**config.mk**
```make
export PLATFORM = sky130hd
export DESIGN_NAME = viu_top
export DESIGN_NICKNAME = d
export VERILOG_FILES = /design/src/inc/viu_pkg.sv /design/src/verilog/viu_top.sv /design/src/verilog/viu_edge.sv /design/src/verilog/viu_stack.sv
export SDC_FILE = /design/constraint.sdc
export NUM_CORES = 1
export LEC_CHECK = 0
export ABC_AREA = 1
export CAP_MARGIN = 20
export CORE_MARGIN = 10
export CORE_UTILIZATION = 61
export DETAILED_ROUTE_END_ITERATION = 8
export DONT_BUFFER_PORTS = 1
export GPL_TIMING_DRIVEN = 0
export PLACE_DENSITY = 0.77
export SLEW_MARGIN = 20
export SYNTH_ARGS = -nofsm -noshare
export SYNTH_HDL_FRONTEND = slang
export SYNTH_SLANG_ARGS = --single-unit
export TNS_END_PERCENT = 5
```
**constraint.sdc**
```tcl
create_clock -name sys_clk -period 3.1 [get_ports sys_clk]
set_input_delay 0.31 -clock sys_clk [delete_from_list [all_inputs] [get_ports sys_clk]]
set_output_delay 0.31 -clock sys_clk [all_outputs]
set_load 0.03 [all_outputs]
```
**src/inc/viu_pkg.sv**
```systemverilog
`default_nettype none
package viu_pkg;
	// Widths of the program counter, bus address and bus data; number of sources and stack levels.
	localparam int PC_W  = 11;
	localparam int ADR_W = 8;
	localparam int DAT_W = 32;
	localparam int NSRC  = 6;
	localparam int STACK_LEVELS = 8;

	// Register indices; the byte address is four times the index.
	localparam logic [5:0] IDX_FIRST  = 6'h0B;
	localparam logic [5:0] IDX_SECOND = 6'h1E;
	localparam logic [5:0] IDX_STAT   = 6'h20;

	// Field positions inside the two control registers.
	localparam int BIT_MASTER_EN = 0;
	localparam int FIRST_EN_LSB  = 1;
	localparam int SECOND_EN_LSB = 0;
	localparam int FLAG_LSB      = 4;

	// Field positions inside the status register.
	localparam int STAT_DEPTH_LSB = 0;
	localparam int STAT_FULL_BIT  = 4;
	localparam int STAT_HELD_BIT  = 5;

	// Source numbers; a lower number wins arbitration.
	localparam logic [2:0] SRC_CMP0 = 3'h0;
	localparam logic [2:0] SRC_CMP1 = 3'h1;
	localparam logic [2:0] SRC_EXT  = 3'h2;
	localparam logic [2:0] SRC_TMR0 = 3'h3;
	localparam logic [2:0] SRC_TMR1 = 3'h4;
	localparam logic [2:0] SRC_CONV = 3'h5;

	// Fixed program locations of the service routines.
	localparam logic [PC_W-1:0] VEC_CMP0 = 11'h004;
	localparam logic [PC_W-1:0] VEC_CMP1 = 11'h008;
	localparam logic [PC_W-1:0] VEC_EXT  = 11'h00C;
	localparam logic [PC_W-1:0] VEC_TMR0 = 11'h010;
	localparam logic [PC_W-1:0] VEC_TMR1 = 11'h014;
	localparam logic [PC_W-1:0] VEC_CONV = 11'h018;

	// Reset values of the control state.
	localparam logic            RST_MASTER = 1'b0;
	localparam logic [NSRC-1:0] RST_EN     = 6'h00;
	localparam logic [NSRC-1:0] RST_FLAG   = 6'h00;

	// Four phases per instruction cycle; requests are taken on one.
	localparam int         PHASE_W    = 2;
	localparam logic [1:0] PHASE_TICK = 2'h1;
endpackage
`default_nettype wire

```
**src/verilog/viu_top.sv**
```systemverilog
// Added by the designer: the Wishbone interface to the registers.
`timescale 1ns/10ps
`default_nettype none
module viu_top (
	input  wire logic                        sys_clk,
	input  wire logic                        rst_n,
	input  wire logic                        wb_cyc_i,
	input  wire logic                        wb_stb_i,
	input  wire logic                        wb_we_i,
	input  wire logic [viu_pkg::ADR_W-1:0]   wb_adr_i,
	input  wire logic [3:0]                  wb_sel_i,
	input  wire logic [viu_pkg::DAT_W-1:0]   wb_dat_i,
	output logic      [viu_pkg::DAT_W-1:0]   wb_dat_o,
	output logic                             wb_ack_o,
	input  wire logic                        cmp_zero_out,
	input  wire logic                        cmp_one_out,
	input  wire logic                        ext_irq_pin,
	input  wire logic                        timer_zero_ovf,
	input  wire logic                        timer_one_ovf,
	input  wire logic                        conv_done,
	input  wire logic                        halt_mode,
	input  wire logic [viu_pkg::PC_W-1:0]    cur_pc,
	input  wire logic                        call_stb,
	input  wire logic                        return_from_sub_stb,
	input  wire logic                        return_from_irq_stb,
	output logic                             vec_stb,
	output logic      [viu_pkg::PC_W-1:0]    vec_addr,
	output logic                             ret_stb,
	output logic      [viu_pkg::PC_W-1:0]    ret_pc,
	output logic                             wake
);
	localparam int NS = viu_pkg::NSRC;
	localparam int PW = viu_pkg::PC_W;
	localparam int FL = viu_pkg::FLAG_LSB;
	localparam int E1 = viu_pkg::FIRST_EN_LSB;
	localparam int E2 = viu_pkg::SECOND_EN_LSB;

	typedef struct packed {
		logic                          ack;
		logic [viu_pkg::DAT_W-1:0]     rdat;
		logic [viu_pkg::PHASE_W-1:0]   phase;
		logic                          master_irq_enable;
		logic [NS-1:0]                 en;
		logic [NS-1:0]                 flg;
		logic                          vec_stb;
		logic [PW-1:0]                 vec_addr;
		logic                          ret_stb;
		logic [PW-1:0]                 ret_pc;
		logic                          wake;
	} viu_state_t;

	viu_state_t s_r;
	viu_state_t s_nxt;

	////////////////////////////////////////////////////////////////////////
	// Helpers.

	// True when the byte address selects the given word index.
	function automatic logic reg_hit(
		input logic [viu_pkg::ADR_W-1:0] adr,
		input logic [5:0]                idx
	);
		reg_hit = (adr[1:0] == 2'h0) && (adr[7:2] == idx);
	endfunction

	// Lowest numbered pending source wins.
	function automatic logic [2:0] pick(input logic [NS-1:0] r);
		pick = 3'h0;
		for (int i = NS - 1; i >= 0; i--) begin
			if (r[i]) begin
				pick = 3'(i);
			end
		end
	endfunction

	// Service location of each source.
	function automatic logic [PW-1:0] vec_of(input logic [2:0] src);
		unique case (src)
			viu_pkg::SRC_CMP0: vec_of = viu_pkg::VEC_CMP0;
			viu_pkg::SRC_CMP1: vec_of = viu_pkg::VEC_CMP1;
			viu_pkg::SRC_EXT:  vec_of = viu_pkg::VEC_EXT;
			viu_pkg::SRC_TMR0: vec_of = viu_pkg::VEC_TMR0;
			viu_pkg::SRC_TMR1: vec_of = viu_pkg::VEC_TMR1;
			viu_pkg::SRC_CONV: vec_of = viu_pkg::VEC_CONV;
			default:           vec_of = viu_pkg::VEC_CMP0;
		endcase
	endfunction

	////////////////////////////////////////////////////////////////////////
	// Sources and stack.

	logic [2:0]    pin_fall;
	logic [NS-1:0] ev;
	logic [PW-1:0] stk_top;
	logic          stk_full;
	logic [3:0]    stk_depth;

	// Comparator outputs and the pin come from outside the clock domain.
	viu_edge #(
		.N (3)
	) u_edge (
		.sys_clk (sys_clk),
		.rst_n   (rst_n),
		.pin_in  ({ext_irq_pin, cmp_one_out, cmp_zero_out}),
		.fall    (pin_fall)
	);

	// Falling edges and internal pulses form the event vector.
	assign ev = {conv_done, timer_one_ovf, timer_zero_ovf,
		pin_fall};

	logic          seq_busy;
	logic          tick;
	logic [NS-1:0] req;
	logic [2:0]    win;
	logic          take;
	logic          pop;
	logic [NS-1:0] clr;

	// A call or return owns the stack this cycle; entry waits four phases for the next tick.
	assign seq_busy = call_stb | return_from_sub_stb | return_from_irq_stb;
	assign tick = (s_r.phase == viu_pkg::PHASE_TICK);
	assign req = s_r.flg & s_r.en;
	assign win = pick(req);
	// Master enable gates every source; the flags keep latching.
	assign take = tick & s_r.master_irq_enable & (|req)
		& ~stk_full & ~seq_busy;
	assign pop = return_from_sub_stb | return_from_irq_stb;
	assign clr = take ? (6'h01 << win) : '0;

	// Only the program counter goes on the stack at entry.
	viu_stack #(
		.LEVELS (viu_pkg::STACK_LEVELS),
		.W      (PW)
	) u_stack (
		.sys_clk (sys_clk),
		.rst_n   (rst_n),
		.push    (take | call_stb),
		.pop     (pop),
		.push_pc (cur_pc),
		.top_pc  (stk_top),
		.full    (stk_full),
		.depth   (stk_depth)
	);

	////////////////////////////////////////////////////////////////////////
	// Register bus.

	logic       bus_req;
	logic       wr_go;
	logic       wr_first;
	logic       wr_second;
	logic [7:0] wb_byte;
	logic [7:0] rd_byte;

	// Writes land at the edge where the master sees the acknowledge.
	assign bus_req = wb_cyc_i & wb_stb_i;
	assign wr_go = bus_req & wb_we_i & s_r.ack & wb_sel_i[0];
	assign wr_first = wr_go & reg_hit(wb_adr_i, viu_pkg::IDX_FIRST);
	assign wr_second = wr_go & reg_hit(wb_adr_i, viu_pkg::IDX_SECOND);
	assign wb_byte = wb_dat_i[7:0];

	// Read mux; unmapped words answer with zero.
	always_comb begin
		rd_byte = 8'h00;
		if (reg_hit(wb_adr_i, viu_pkg::IDX_FIRST)) begin
			rd_byte[viu_pkg::BIT_MASTER_EN] = s_r.master_irq_enable;
			rd_byte[E1 +: 3] = s_r.en[2:0];
			rd_byte[FL +: 3] = s_r.flg[2:0];
		end else if (reg_hit(wb_adr_i, viu_pkg::IDX_SECOND)) begin
			rd_byte[E2 +: 3] = s_r.en[5:3];
			rd_byte[FL +: 3] = s_r.flg[5:3];
		end else if (reg_hit(wb_adr_i, viu_pkg::IDX_STAT)) begin
			rd_byte[viu_pkg::STAT_DEPTH_LSB +: 4] = stk_depth;
			rd_byte[viu_pkg::STAT_FULL_BIT] = stk_full;
			rd_byte[viu_pkg::STAT_HELD_BIT] =
				stk_full & s_r.master_irq_enable & (|req);
		end
	end

	////////////////////////////////////////////////////////////////////////
	// Next state.

	// Priority inside one cycle: software write, then acknowledge and
	// return, then hardware events, so a source event is never lost.
	always_comb begin
		s_nxt = s_r;
		s_nxt.phase = s_r.phase + 2'h1;
		s_nxt.vec_stb = 1'b0;
		s_nxt.ret_stb = 1'b0;
		s_nxt.ack = bus_req & ~s_r.ack;
		if (bus_req && !s_r.ack) begin
			s_nxt.rdat = {24'h000000, rd_byte};
		end
		// Seven enable bits and six writable flags.
		if (wr_first) begin
			s_nxt.master_irq_enable =
				wb_byte[viu_pkg::BIT_MASTER_EN];
			s_nxt.en[2:0] = wb_byte[E1 +: 3];
			s_nxt.flg[2:0] = wb_byte[FL +: 3];
		end
		if (wr_second) begin
			s_nxt.en[5:3] = wb_byte[E2 +: 3];
			s_nxt.flg[5:3] = wb_byte[FL +: 3];
		end
		// Entry blocks further entries until software or an interrupt return.
		if (take) begin
			s_nxt.master_irq_enable = 1'b0;
			s_nxt.vec_stb = 1'b1;
			s_nxt.vec_addr = vec_of(win);
		end
		if (pop) begin
			s_nxt.ret_stb = 1'b1;
			s_nxt.ret_pc = stk_top;
		end
		// Of the two returns, only the interrupt return restores the master enable.
		if (return_from_irq_stb) begin
			s_nxt.master_irq_enable = 1'b1;
		end
		// Flags are sticky; set wins over any clear in the same cycle.
		s_nxt.flg = (s_nxt.flg & ~clr) | ev;
		// A flag already set before halt does not wake again.
		s_nxt.wake = halt_mode & (|(ev & ~s_r.flg));
	end

	// Single register stage for all state.
	always_ff @(posedge sys_clk or negedge rst_n) begin
		if (!rst_n) begin
			s_r <= '0;
			s_r.master_irq_enable <= viu_pkg::RST_MASTER;
			s_r.en <= viu_pkg::RST_EN;
			s_r.flg <= viu_pkg::RST_FLAG;
		end else begin
			s_r <= s_nxt;
		end
	end

	assign wb_dat_o = s_r.rdat;
	assign wb_ack_o = s_r.ack;
	assign vec_stb = s_r.vec_stb;
	assign vec_addr = s_r.vec_addr;
	assign ret_stb = s_r.ret_stb;
	assign ret_pc = s_r.ret_pc;
	assign wake = s_r.wake;
endmodule
`default_nettype wire

```
**src/verilog/viu_edge.sv**
```systemverilog
`timescale 1ns/10ps
`default_nettype none
module viu_edge #(
	parameter int N = 3
) (
	input  wire logic         sys_clk,
	input  wire logic         rst_n,
	input  wire logic [N-1:0] pin_in,
	output logic      [N-1:0] fall
);
	typedef struct packed {
		logic [N-1:0] s1;
		logic [N-1:0] s2;
		logic [N-1:0] s3;
		logic [N-1:0] fall;
	} viu_edge_t;

	viu_edge_t s_r;
	viu_edge_t s_nxt;

	// Only the second stage and later are looked at for the edge.
	always_comb begin
		s_nxt = s_r;
		s_nxt.s1 = pin_in;
		s_nxt.s2 = s_r.s1;
		s_nxt.s3 = s_r.s2;
		s_nxt.fall = s_r.s3 & ~s_r.s2;
	end

	// Reset low so that a pin held low at release gives no edge.
	always_ff @(posedge sys_clk or negedge rst_n) begin
		if (!rst_n) begin
			s_r <= '0;
		end else begin
			s_r <= s_nxt;
		end
	end

	assign fall = s_r.fall;
endmodule
`default_nettype wire

```
**src/verilog/viu_stack.sv**
```systemverilog
`timescale 1ns/10ps
`default_nettype none
module viu_stack #(
	parameter int LEVELS = viu_pkg::STACK_LEVELS,
	parameter int W      = viu_pkg::PC_W
) (
	input  wire logic                      sys_clk,
	input  wire logic                      rst_n,
	input  wire logic                      push,
	input  wire logic                      pop,
	input  wire logic [W-1:0]              push_pc,
	output logic      [W-1:0]              top_pc,
	output logic                           full,
	output logic      [$clog2(LEVELS):0]   depth
);
	localparam int PW = $clog2(LEVELS);

	typedef struct packed {
		logic [LEVELS-1:0][W-1:0] mem;
		logic [PW-1:0]            wp;
		logic [PW:0]              depth;
	} viu_stack_t;

	viu_stack_t s_r;
	viu_stack_t s_nxt;

	// Ring buffer: a push into a full stack overwrites the oldest entry.
	always_comb begin
		s_nxt = s_r;
		if (push) begin
			s_nxt.mem[s_r.wp] = push_pc;
			s_nxt.wp = s_r.wp + 1'b1;
			if (!full) begin
				s_nxt.depth = s_r.depth + 1'b1;
			end
		end else if (pop && s_r.depth != '0) begin
			s_nxt.wp = s_r.wp - 1'b1;
			s_nxt.depth = s_r.depth - 1'b1;
		end
	end

	always_ff @(posedge sys_clk or negedge rst_n) begin
		if (!rst_n) begin
			s_r <= '0;
		end else begin
			s_r <= s_nxt;
		end
	end

	assign top_pc = s_r.mem[PW'(s_r.wp - 1'b1)];
	assign full = (s_r.depth == (PW+1)'(LEVELS));
	assign depth = s_r.depth;
endmodule
`default_nettype wire

```
=== After elaboration in Yosys (flattened, before gate mapping) ===
Cells that the tools add are included.

* ROM bits: 0
* Logic and storage cells: 118
* Memory bits (writable): 0
* Bits in latches: 0
* Memories: 0
* Output and inout bits: 58
* Register bits: 155
* Input bits: 70

* Div/mod/pow operators: 0
* $mul: 0
* Multiplexer cells: 29
* Add/sub/neg operators: 5
* Shift operators: 1
* Equality and inequality tests: 11
* Bitwise operators: 29
* $lt $le $gt $ge: 3
* Reduce and logical (&&, ||, !) cells: 14

{| class="wikitable"
|+ Operator list
! kind !! number
|-
| $bwmux 88 || 1
|-
| $bmux 11 s3 || 1
|-
| $demux 11 s3 || 1
|-
| $mux 3 || 9
|-
| $pmux 5 s5 || 1
|-
| $mux 12 || 2
|-
| $mux 11 || 2
|-
| $mux 7 || 3
|-
| $and 6x6->6 || 3
|-
| $and 1x1->1 || 14
|-
| $mux 6 || 2
|-
| $not 6->6 || 2
|-
| $reduce_or 6->1 || 2
|-
| $lt 3x4->1 const B || 2
|-
| $eq 3x2->1 const B || 2
|-
| $eq 3x3->1 const B || 2
|-
| $eq 6x4->1 const B || 1
|-
| $eq 6x5->1 const B || 1
|-
| $eq 6x6->1 const B || 1
|-
| $logic_and 1x1->1 || 6
|-
| $or 6x6->6 || 1
|-
| $shl 1x3->6 const A || 1
|-
| $mux 1 || 5
|-
| $add 4x1->4 const B || 1
|-
| 21 further kinds || 26
|}

=== Depth between registers and ports, before layout ===
Gate-level depths: netlist of run 1.

* Depth after elaboration: 12
* Depth in mapped cells: 19
* Gate-level depth less buffers: 18

=== Hierarchy ===
Synthesis of run 1 repeated with hierarchy kept, for this count alone.

* Cells, all modules: 933
* Area, all modules: 7443.4 µm²

{| class="wikitable"
|+ Modules (own cells, without submodules)
! module !! instances !! cells an instance !! area an instance (µm²) !! sequential area each (µm²)
|-
| viu_stack || 1 || 587 || 4598.2 || 2377.3
|-
| viu_top || 1 || 325 || 2492.4 || 1001.0
|-
| viu_edge || 1 || 21 || 352.8 || 300.3
|}

=== Worst setup path after synthesis of run 1 ===
No wires, ideal clock.

* Path type: reg-to-reg
* Start point: reg u_stack.s_r[4] in the netlist's numbering
* End point: reg s_r, in the netlist ret_pc[3]
* Buffers on the path: 4
* Library setup time: 0.066 ns
* Cell stages (with the launch flop): 11
* Data required time: 3.034 ns
* Period minus slack after synthesis: 2.064 ns
* Arrival: 1.998 ns
* Slack: 1.036 ns
* Cell sequence: dfrtp_1 > clkbuf_1 > inv_2 > clkbuf_1 > ha_1 > clkbuf_1 > clkbuf_1 > o21ai_0 > o221ai_1 > nand3_1 > nand2_1

* Cells in the longest elaborated chain, start to end: 3

{| class="wikitable"
|+ Ends and longest elaborated chain
! element !! RTL line !! text
|-
| start: declaration || viu_stack.sv:24 || <nowiki>viu_stack_t s_r;</nowiki>
|-
| start signal: assignment || viu_stack.sv:46 || <nowiki>s_r <= s_nxt;</nowiki>
|-
| $sub 3x1->3 || viu_stack.sv:50 || <nowiki>assign top_pc = s_r.mem[PW'(s_r.wp - 1'b1)];</nowiki>
|-
| $bmux 11 s3 || viu_stack.sv:50 ||
|-
| $mux 11 (implied by the code) || viu_stack.sv:50 ||
|-
| end signal: assignment || viu_top.sv:234 || <nowiki>s_r <= s_nxt;</nowiki>
|-
| end: declaration || viu_top.sv:52 || <nowiki>viu_state_t s_r;</nowiki>
|}

Every way passes these cells. The select of a mux whose other input is x is not followed.
A chain may end at the register's enable or synchronous reset.

=== Final worst setup path of run 1 ===
* Start point: reg u_stack.s_r[4] in the netlist's numbering
* End point: reg s_r, in the netlist ret_pc[8]

Same word-level chain as after synthesis.

==> metrics.md, run 1 <==
| Metric | Value |
|---|---|
| Largest net degree at the start of global routing | 148 |
| Worst-Skew Late Latency | 0.43 ns |
| Die Wd | approximately 130 um |
| Largest family of logic cells by synthesized area | simple AND/OR/NAND/NOR gates |
| Multiplexer area fraction after synthesis | under 10% |
| Rel. slew slack | between 60 and 70% |
| Adder-Cell Fraction of Synth Area | 0.7114% |
| Detailed-route DRC error count | 0 |
| Sink Count | 147 |
| Layout cells sized above 1 | roughly 16% |
| Worst EP arrival | 3.10 ns |
| Register area | roughly 3700 um2 |
| Diodes inserted | 0 |
| Core Util, Final | 70.75% |
| CTS buffer count | 17 |
| Hold-fix buffers, CTS | 5 |
| Status | finished, violations left |
| Worst-Margin Slew | around 0.56 ns |
| Initial cell density of the core | between 60% and 70% |
| Synth Area in Simple Gates | 16.59% |
| Max_cap viols | 0 |
| Period utilization | around nine tenths |
| Core area | 11370 um2 |
| Post-Route M1 WL | roughly 7000 um |
| Met3 WL | roughly 1400 um |
| DR pass1 iterations | 5 |
| Io pins | about 130 |
| DP Cell Count | about 960 |
| Vias in the first global route | ~5700 |
| Max IR drop VDD | just over 700 uV |
| CTS tree | built |
| RSZ-0062 raised after global routing | no |
| DPL Wire Length | about 12000 um |
| Fin area | just over 8000 um2 |
| Pwr/cell area | roughly 1000 nW/um2 |
| Metal2 WL | 8655 um |
| Routed vias | between 5000 and 6000 |
| Die height | around 130 um |
| WL/cell | between 15 and 20 um |
| Ys Warns | 0 |
| Setup violators final | 0 |
| Htree depth | 4 |
| Register area share after synthesis | a little over half |
| Fin cells | around 1000 |
| Critical Path Fanout Max | 18 |
| Hold Path Class | input pin to async pin |
| Drt first-iter violations | between 500 and 600 |
| Count of final hold-check violations | ~150 |
| Multi-input gate area | about 2700 um2 |
| Worst r2r path cells | 9 |
| Synth Cell Area | a little over 7000 um2 |
| Crit end category | flip-flop |
| DP Area | approximately 7300 um2 |
| R2r endpoint | ret_pc[8] |
| Post-synthesis cell count | between 700 and 800 |
| Number of cells upsized or downsized after cts | 0 |
| Cell row count | 39 |
| Worst R2R Start | u_stack.s_r[4] |
| Final min period | about 2.7 ns |
| DR top layer | met4 |
| GRT Resource Usage Total | ~22% |
| CP Launch Type | flip-flop |
| First-pass GRT wire length | around 29000 um |
| WHS | -0.4274 ns |
| Clock root cell | clkbuf_16 |
| Final nets | between 900 and 1000 |
| Setup CP Type | flip-flop to flip-flop |
| Grt ovf | 0 |
| Count of cell types in the netlist | 38 |
| Syn-to-layout area delta | 14.33% |
| ANT nets after route | 0 |
| Failing checks | hold timing |
| Post-CTS setup buffers | 0 |
| Clock Skew | 0.006271 ns |
| Clock buffer depth | 2 |
| Vias per inst | ~5.7 |
| Clock transition at path regs | around 0.06 ns |
| Leak | 4.006 nW |
| #FFs+latches synth | 147 |
| Full die area | 16230 um2 |
| Initial antenna violation count | 0 |
| Area share of xor/xnor cells in the synthesized design | 0.6224% |
| Critical Path RT | 3.46 ns |
| Post-route setup TNS | 0 ns |
| Fill count | 867 |
| Post-Route WL | approximately 18000 um |
| Avg Inst Size Synth | approximately 9.0 um2 |
| Pins Over Slew Limit | 0 |
| R2R setup slack | around 0.36 ns |
| RePlAce Congestion | between 0.9 and 1 |
| Maximum clock frequency | roughly 370 MHz |
| Complex-gate fraction of the synthesized area | between 10% and 20% |
| PortBufs | 0 |
[synth_stat cells, drive strengths merged]
cell type | number | area [um2]
a21oi | 2 | 10.01
a31oi | 2 | 12.51
a41oi | 3 | 26.28
buf | 75 | 531.8
clkbuf | 17 | 63.81
clkinv | 1 | 3.750
conb | 1 | 3.750
dfrtp | 147 | 3679
ha | 4 | 50.05
inv | 58 | 217.7
mux2 | 2 | 22.52
mux2i | 22 | 220.2
nand2 | 192 | 738.2
nand3 | 25 | 125.1
nand4 | 9 | 86.33
nor2 | 49 | 201.5
nor3 | 2 | 10.01
o211ai | 7 | 52.55
o21a | 1 | 7.510
o21ai | 126 | 671.9
o21bai | 1 | 7.510
o221ai | 23 | 201.4
o22a | 1 | 8.760
o22ai | 4 | 25.02
o31a | 1 | 8.760
or2 | 1 | 6.260
xnor2 | 2 | 17.52
xor2 | 3 | 26.28
[flip-flops by register name, summed over array words and instances, names as in the netlist, 4 cells and up]
signal and count:
wb_dat_o 7, u_stack.depth 4, ret_pc 11, u_stack.s_r 91, s_r 15, u_edge.s_nxt 6
[metal layers]
metal  up-vias  track usage, %
met5         -               0
met3        47           6.658
met2       224           36.33
li1       2619               -
met1      2721           25.09
met4         0           10.45
[where the power goes]
group	total [mW]	switching [mW]	internal, mW	leakage (nW)
combinational	3.16	2.05	1.10	1.86
sequential	2.96	0.377	2.58	1.82
clock	2.31	0.815	1.50	0.321
total	8.43	3.25	5.18	4.01
[cells in the final DEF (no fill, tap or decap), types with 22 or more instances in the layout]
cell / synthesis / final
buf_4: 55 / 55
inv_1: 53 / 53
mux2i_1: 22 / 22
o21ai_0: 55 / 55
nand2_1: 187 / 187
o221ai_1: 23 / 23
conb_1: 1 / 33
o21ai_1: 60 / 60
dfrtp_1: 147 / 147
nand3_1: 25 / 25
nor2_1: 46 / 46
[per-stage QoR]
step / total power [mW] / hold slack (ns) / setup slack (ns)
final: 8.430 / -0.4274 / 0.3625
after global routing: 8.887 / -0.4353 / 0.2174
after CTS: 8.409 / -0.4305 / 0.1459
after detailed placement: 6.044 / 0.01900 / 0.2256
after global placement: 5.920 / 0.01859 / 0.2819
after floorplan: 5.239 / 0.01441 / 1.036
[logic make-up after synthesis]
kind of cell	after synthesis
compound gates	171
simple gates	278
xor+xnor	5
buf+inv	151
fa+ha+maj	4
flops	147
other cells	1
mux	24
[area by class of cell]
type	count	area share [%]
multi-input combinational	515	33.07
sequential	147	45.73
buffer	91	7.357
tap	143	2.224
clock inverter	10	2.395
clock buffer	21	5.848
timing repair buffer	5	0.6222
inverter	59	2.753
[critical path, stage by stage, from the launching register on]
cell      delay [ns]
dfrtp_1         0.37
clkbuf_1        0.21
inv_2           0.22
ha_1            0.33
clkbuf_1        0.28
clkbuf_1        0.37
o21ai_0         0.21
o221ai_1        0.34
nand3_1         0.23
nand2_1         0.10
[worst max path at each step]
| stage | startpoint | endpoint | slack [ns] | cells after the start |
|---|---|---|---|---|
| 6_report | u_stack.s_r[4] | ret_pc[8] | 0.36 | 9 |
| 3_3_place_gp | u_stack.s_r[4] | ret_pc[5] | 0.28 | 10 |
| 2_1_floorplan | u_stack.s_r[4] | ret_pc[3] | 1.04 | 10 |
| 4_1_cts | u_stack.s_r[4] | ret_pc[8] | 0.15 | 10 |
| 5_1_grt | u_stack.s_r[4] | ret_pc[8] | 0.22 | 9 |
| 3_5_place_dp | u_stack.s_r[4] | ret_pc[8] | 0.23 | 10 |
Power figures use the tool's default switching activity.
==> run 2: changes to the inputs <==
CELL_PAD_IN_SITES_DETAIL_PLACEMENT = 0   (was default)
CELL_PAD_IN_SITES_GLOBAL_PLACEMENT = 1   (was default)
CORE_UTILIZATION = 52   (was 61)
PLACE_DENSITY = default   (was 0.77)
PLACE_DENSITY_LB_ADDON = 0.1   (was default)
==> run 2 against run 1 <==
Effect of this change:
- the flow still finishes with violations (hold timing)
- total power shrank 4.8%
- routed wire length grew 1.2%
- die area grew 14%
- global-route usage shrank 2.4 points
- critical path type unchanged
==> metrics.md, run 2 (synthesized netlist as in run 1, its figures left out) <==
| Metric | Value |
|---|---|
| Sink Count | between 100 and 150 |
| Syn-to-layout area delta | 13.57% |
| Initial antenna violation count | 0 |
| WHS | -0.4116 ns |
| First-pass GRT wire length | approximately 28000 um |
| Die height | approximately 140 um |
| Number of cells upsized or downsized after cts | 0 |
| Cell row count | 42 |
| Max stage delay on crit path | ~0.38 ns |
| Status | finished, violations left |
| Full die area | 18580 um2 |
| Grt ovf | 0 |
| ANT nets after route | 0 |
| GRT Resource Usage Total | between 10% and 20% |
| Leak | about 4.0 nW |
| CP Launch Type | flip-flop |
| Pins Over Slew Limit | 0 |
| Post-CTS setup buffers | 0 |
| Clock buffer depth | 2 |
| Biggest register | u_stack.s_r |
| Critical Path RT | about 3.5 ns |
| Period utilization | 86.93% |
| Worst-Skew Late Latency | 0.42 ns |
| Combinational power share | 39.3% |
| Pint | 4.867 mW |
| Switching power total | roughly 3.2 mW |
| Max IR drop VDD | approximately 490 uV |
| Fin area | 7990 um2 |
| Drt first-iter violations | 356 |
| Final min period | roughly 2.7 ns |
| Core area | approximately 13000 um2 |
| Post-route setup TNS | 0 ns |
| Post-Route WL | 17730 um |
| DR pass1 iterations | 5 |
| Vias per inst | 5.378 |
| CTS buffer count | 17 |
| WL/cell | roughly 17 um |
| Clock Skew | a little over 0.008 ns |
| Worst r2r path cells | 9 |
| Commonest cells after routing, fill and taps aside | nand2_1, dfrtp_1, o21ai_1 |
| Hold Path Class | input pin to async pin |
| Most common cell after layout, fill and taps aside | nand2_1 |
| Layout cells sized above 1 | about 15% |
| Worst EP arrival | approximately 3 ns |
| Critical Path Fanout Max | 18 |
| CTS tree | built |
| Failing checks | hold timing |
| Post-Route M1 WL | about 7200 um |
| Setup slack after layout | around 0.41 ns |
| Htree depth | 4 |
| Final nets | approximately 910 |
| PortBufs | 0 |
| Clock share of power | around a quarter |
| Detailed-route DRC error count | 0 |
| Cell mode on critical path | clkbuf_1 |
| Hold-fix buffers, CTS | 7 |
| Rel. slew slack | around three fifths |
| Levels on crit path | 9 |
| Max reg flops | 91 |
| Delay-heaviest family, CP | buffers and inverters |
| Max_cap viols | 0 |
| Pwr/cell area | between 1000 and 1500 nW/um2 |
| RePlAce Congestion | ~0.86 |
| Metal2 WL | roughly 8700 um |
| Buf/Inv on CP | 4 |
| Clock transition at path regs | ~0.060 ns |
| Net Sw Frac | roughly 40% |
| Clock root cell | clkbuf_16 |
| Total power | 8.024 mW |
| Count of final hold-check violations | roughly 150 |
| Maximum clock frequency | 371.1 MHz |
| Initial cell density of the core | between 50% and 60% |
| Die Wd | about 140 um |
| Routed vias | between 5000 and 6000 |
| Setup violators final | 0 |
| Vias in the first global route | approximately 5400 |
| RSZ-0062 raised after global routing | no |
| DP Cell Count | between 900 and 1000 |
| Worst-Margin Slew | ~0.60 ns |
| Crit end category | flip-flop |
| Crit path cell chain | clkbuf_1 > inv_2 > ha_1 > clkbuf_1 > clkbuf_1 > o21ai_0 > o221ai_1 > nand3_1 > nand2_1 |
| DPL Wire Length | about 13000 um |
| Slowest CP cell | clkbuf_1 |
| Diodes inserted | 0 |
| Sequential fraction of design power | between 30% and 40% |
| Fin cells | roughly 1000 |
| Dpl ws | about 0.18 ns |
| Setup CP Type | flip-flop to flip-flop |
| DP Area | 7376 um2 |
| DR top layer | met4 |
| Largest net degree at the start of global routing | 148 |
| Io pins | 128 |
| Met3 WL | ~1300 um |
run 2: cell count changes in the layout (fill, tap and decap cells not counted):
cell,previous run,this run
clkinvlp_4,1,0
clkinv_2,0,2
clkbuf_1,17,21
clkbuf_8,3,4
bufinv_16,5,1
dlygate4sd3_1,5,7
inv_6,3,0
run 2: worst reg2reg max path: cells and delay by family, from the launching register on:
kind,cells,cell delay (ns)
buffers and inverters,4,1.13
adders and majority gates,1,0.34
DFF,1,0.34
AOI/OAI and AO/OA,2,0.48
and+or+nand+nor,2,0.34
run 2: worst paths after layout:
| path | to | startpoint | slack [ns] |
|---|---|---|---|
| min in group sys_clk | s_r[29] | timer_one_ovf | 0.03 |
| worst max register to register | ret_pc[5] | u_stack.s_r[4] | 0.41 |
| max in group asynchronous | u_stack.s_r[18] | rst_n | 3.26 |
| worst min-delay path | s_r[35] | rst_n | -0.41 |
| worst min register to register | u_edge.s_nxt[4] | u_edge.s_nxt[7] | 0.35 |
| worst max-delay path | ret_pc[5] | u_stack.s_r[4] | 0.41 |
run 2: power by group through the flow:
| stage | registers [mW] | clock network [mW] | logic [mW] |
|---|---|---|---|
| after global placement | 2.94 | 0 | 3.07 |
| final | 2.96 | 1.92 | 3.15 |
| after detailed placement | 2.97 | 0 | 3.12 |
| after floorplan | 2.87 | 0 | 2.37 |
| after CTS | 2.95 | 1.96 | 3.15 |
| after global routing | 3.03 | 2.04 | 3.52 |
run 2: layout make-up:
| type | count | area, um2 |
|---|---|---|
| fill | 1237 | 5253 |
| timing repair buffer | 7 | 70.07 |
| sequential | 147 | 3679 |
| clock inverter | 4 | 48.80 |
| multi-input combinational | 515 | 2660 |
| clock buffer | 26 | 499.2 |
| tap | 176 | 220.2 |
| inverter | 59 | 221.5 |
| buffer | 91 | 591.8 |
run 2: routing by layer:
layer / up-vias / global-route usage [%]
met2: 182 / 32.40
met1: 2683 / 22.59
met4: 0 / 8.284
met5: - / 0
met3: 27 / 5.867
li1: 2620 / -
run 2: per-stage QoR:
step | utilization [%] | hold slack [ns]
final | 60.34 | -0.4116
after global routing | 60.34 | -0.4344
after CTS | 60.36 | -0.4330
after detailed placement | 55.70 | 0.01900
after global placement | 55.70 | 0.01901
after floorplan | - | 0.01441
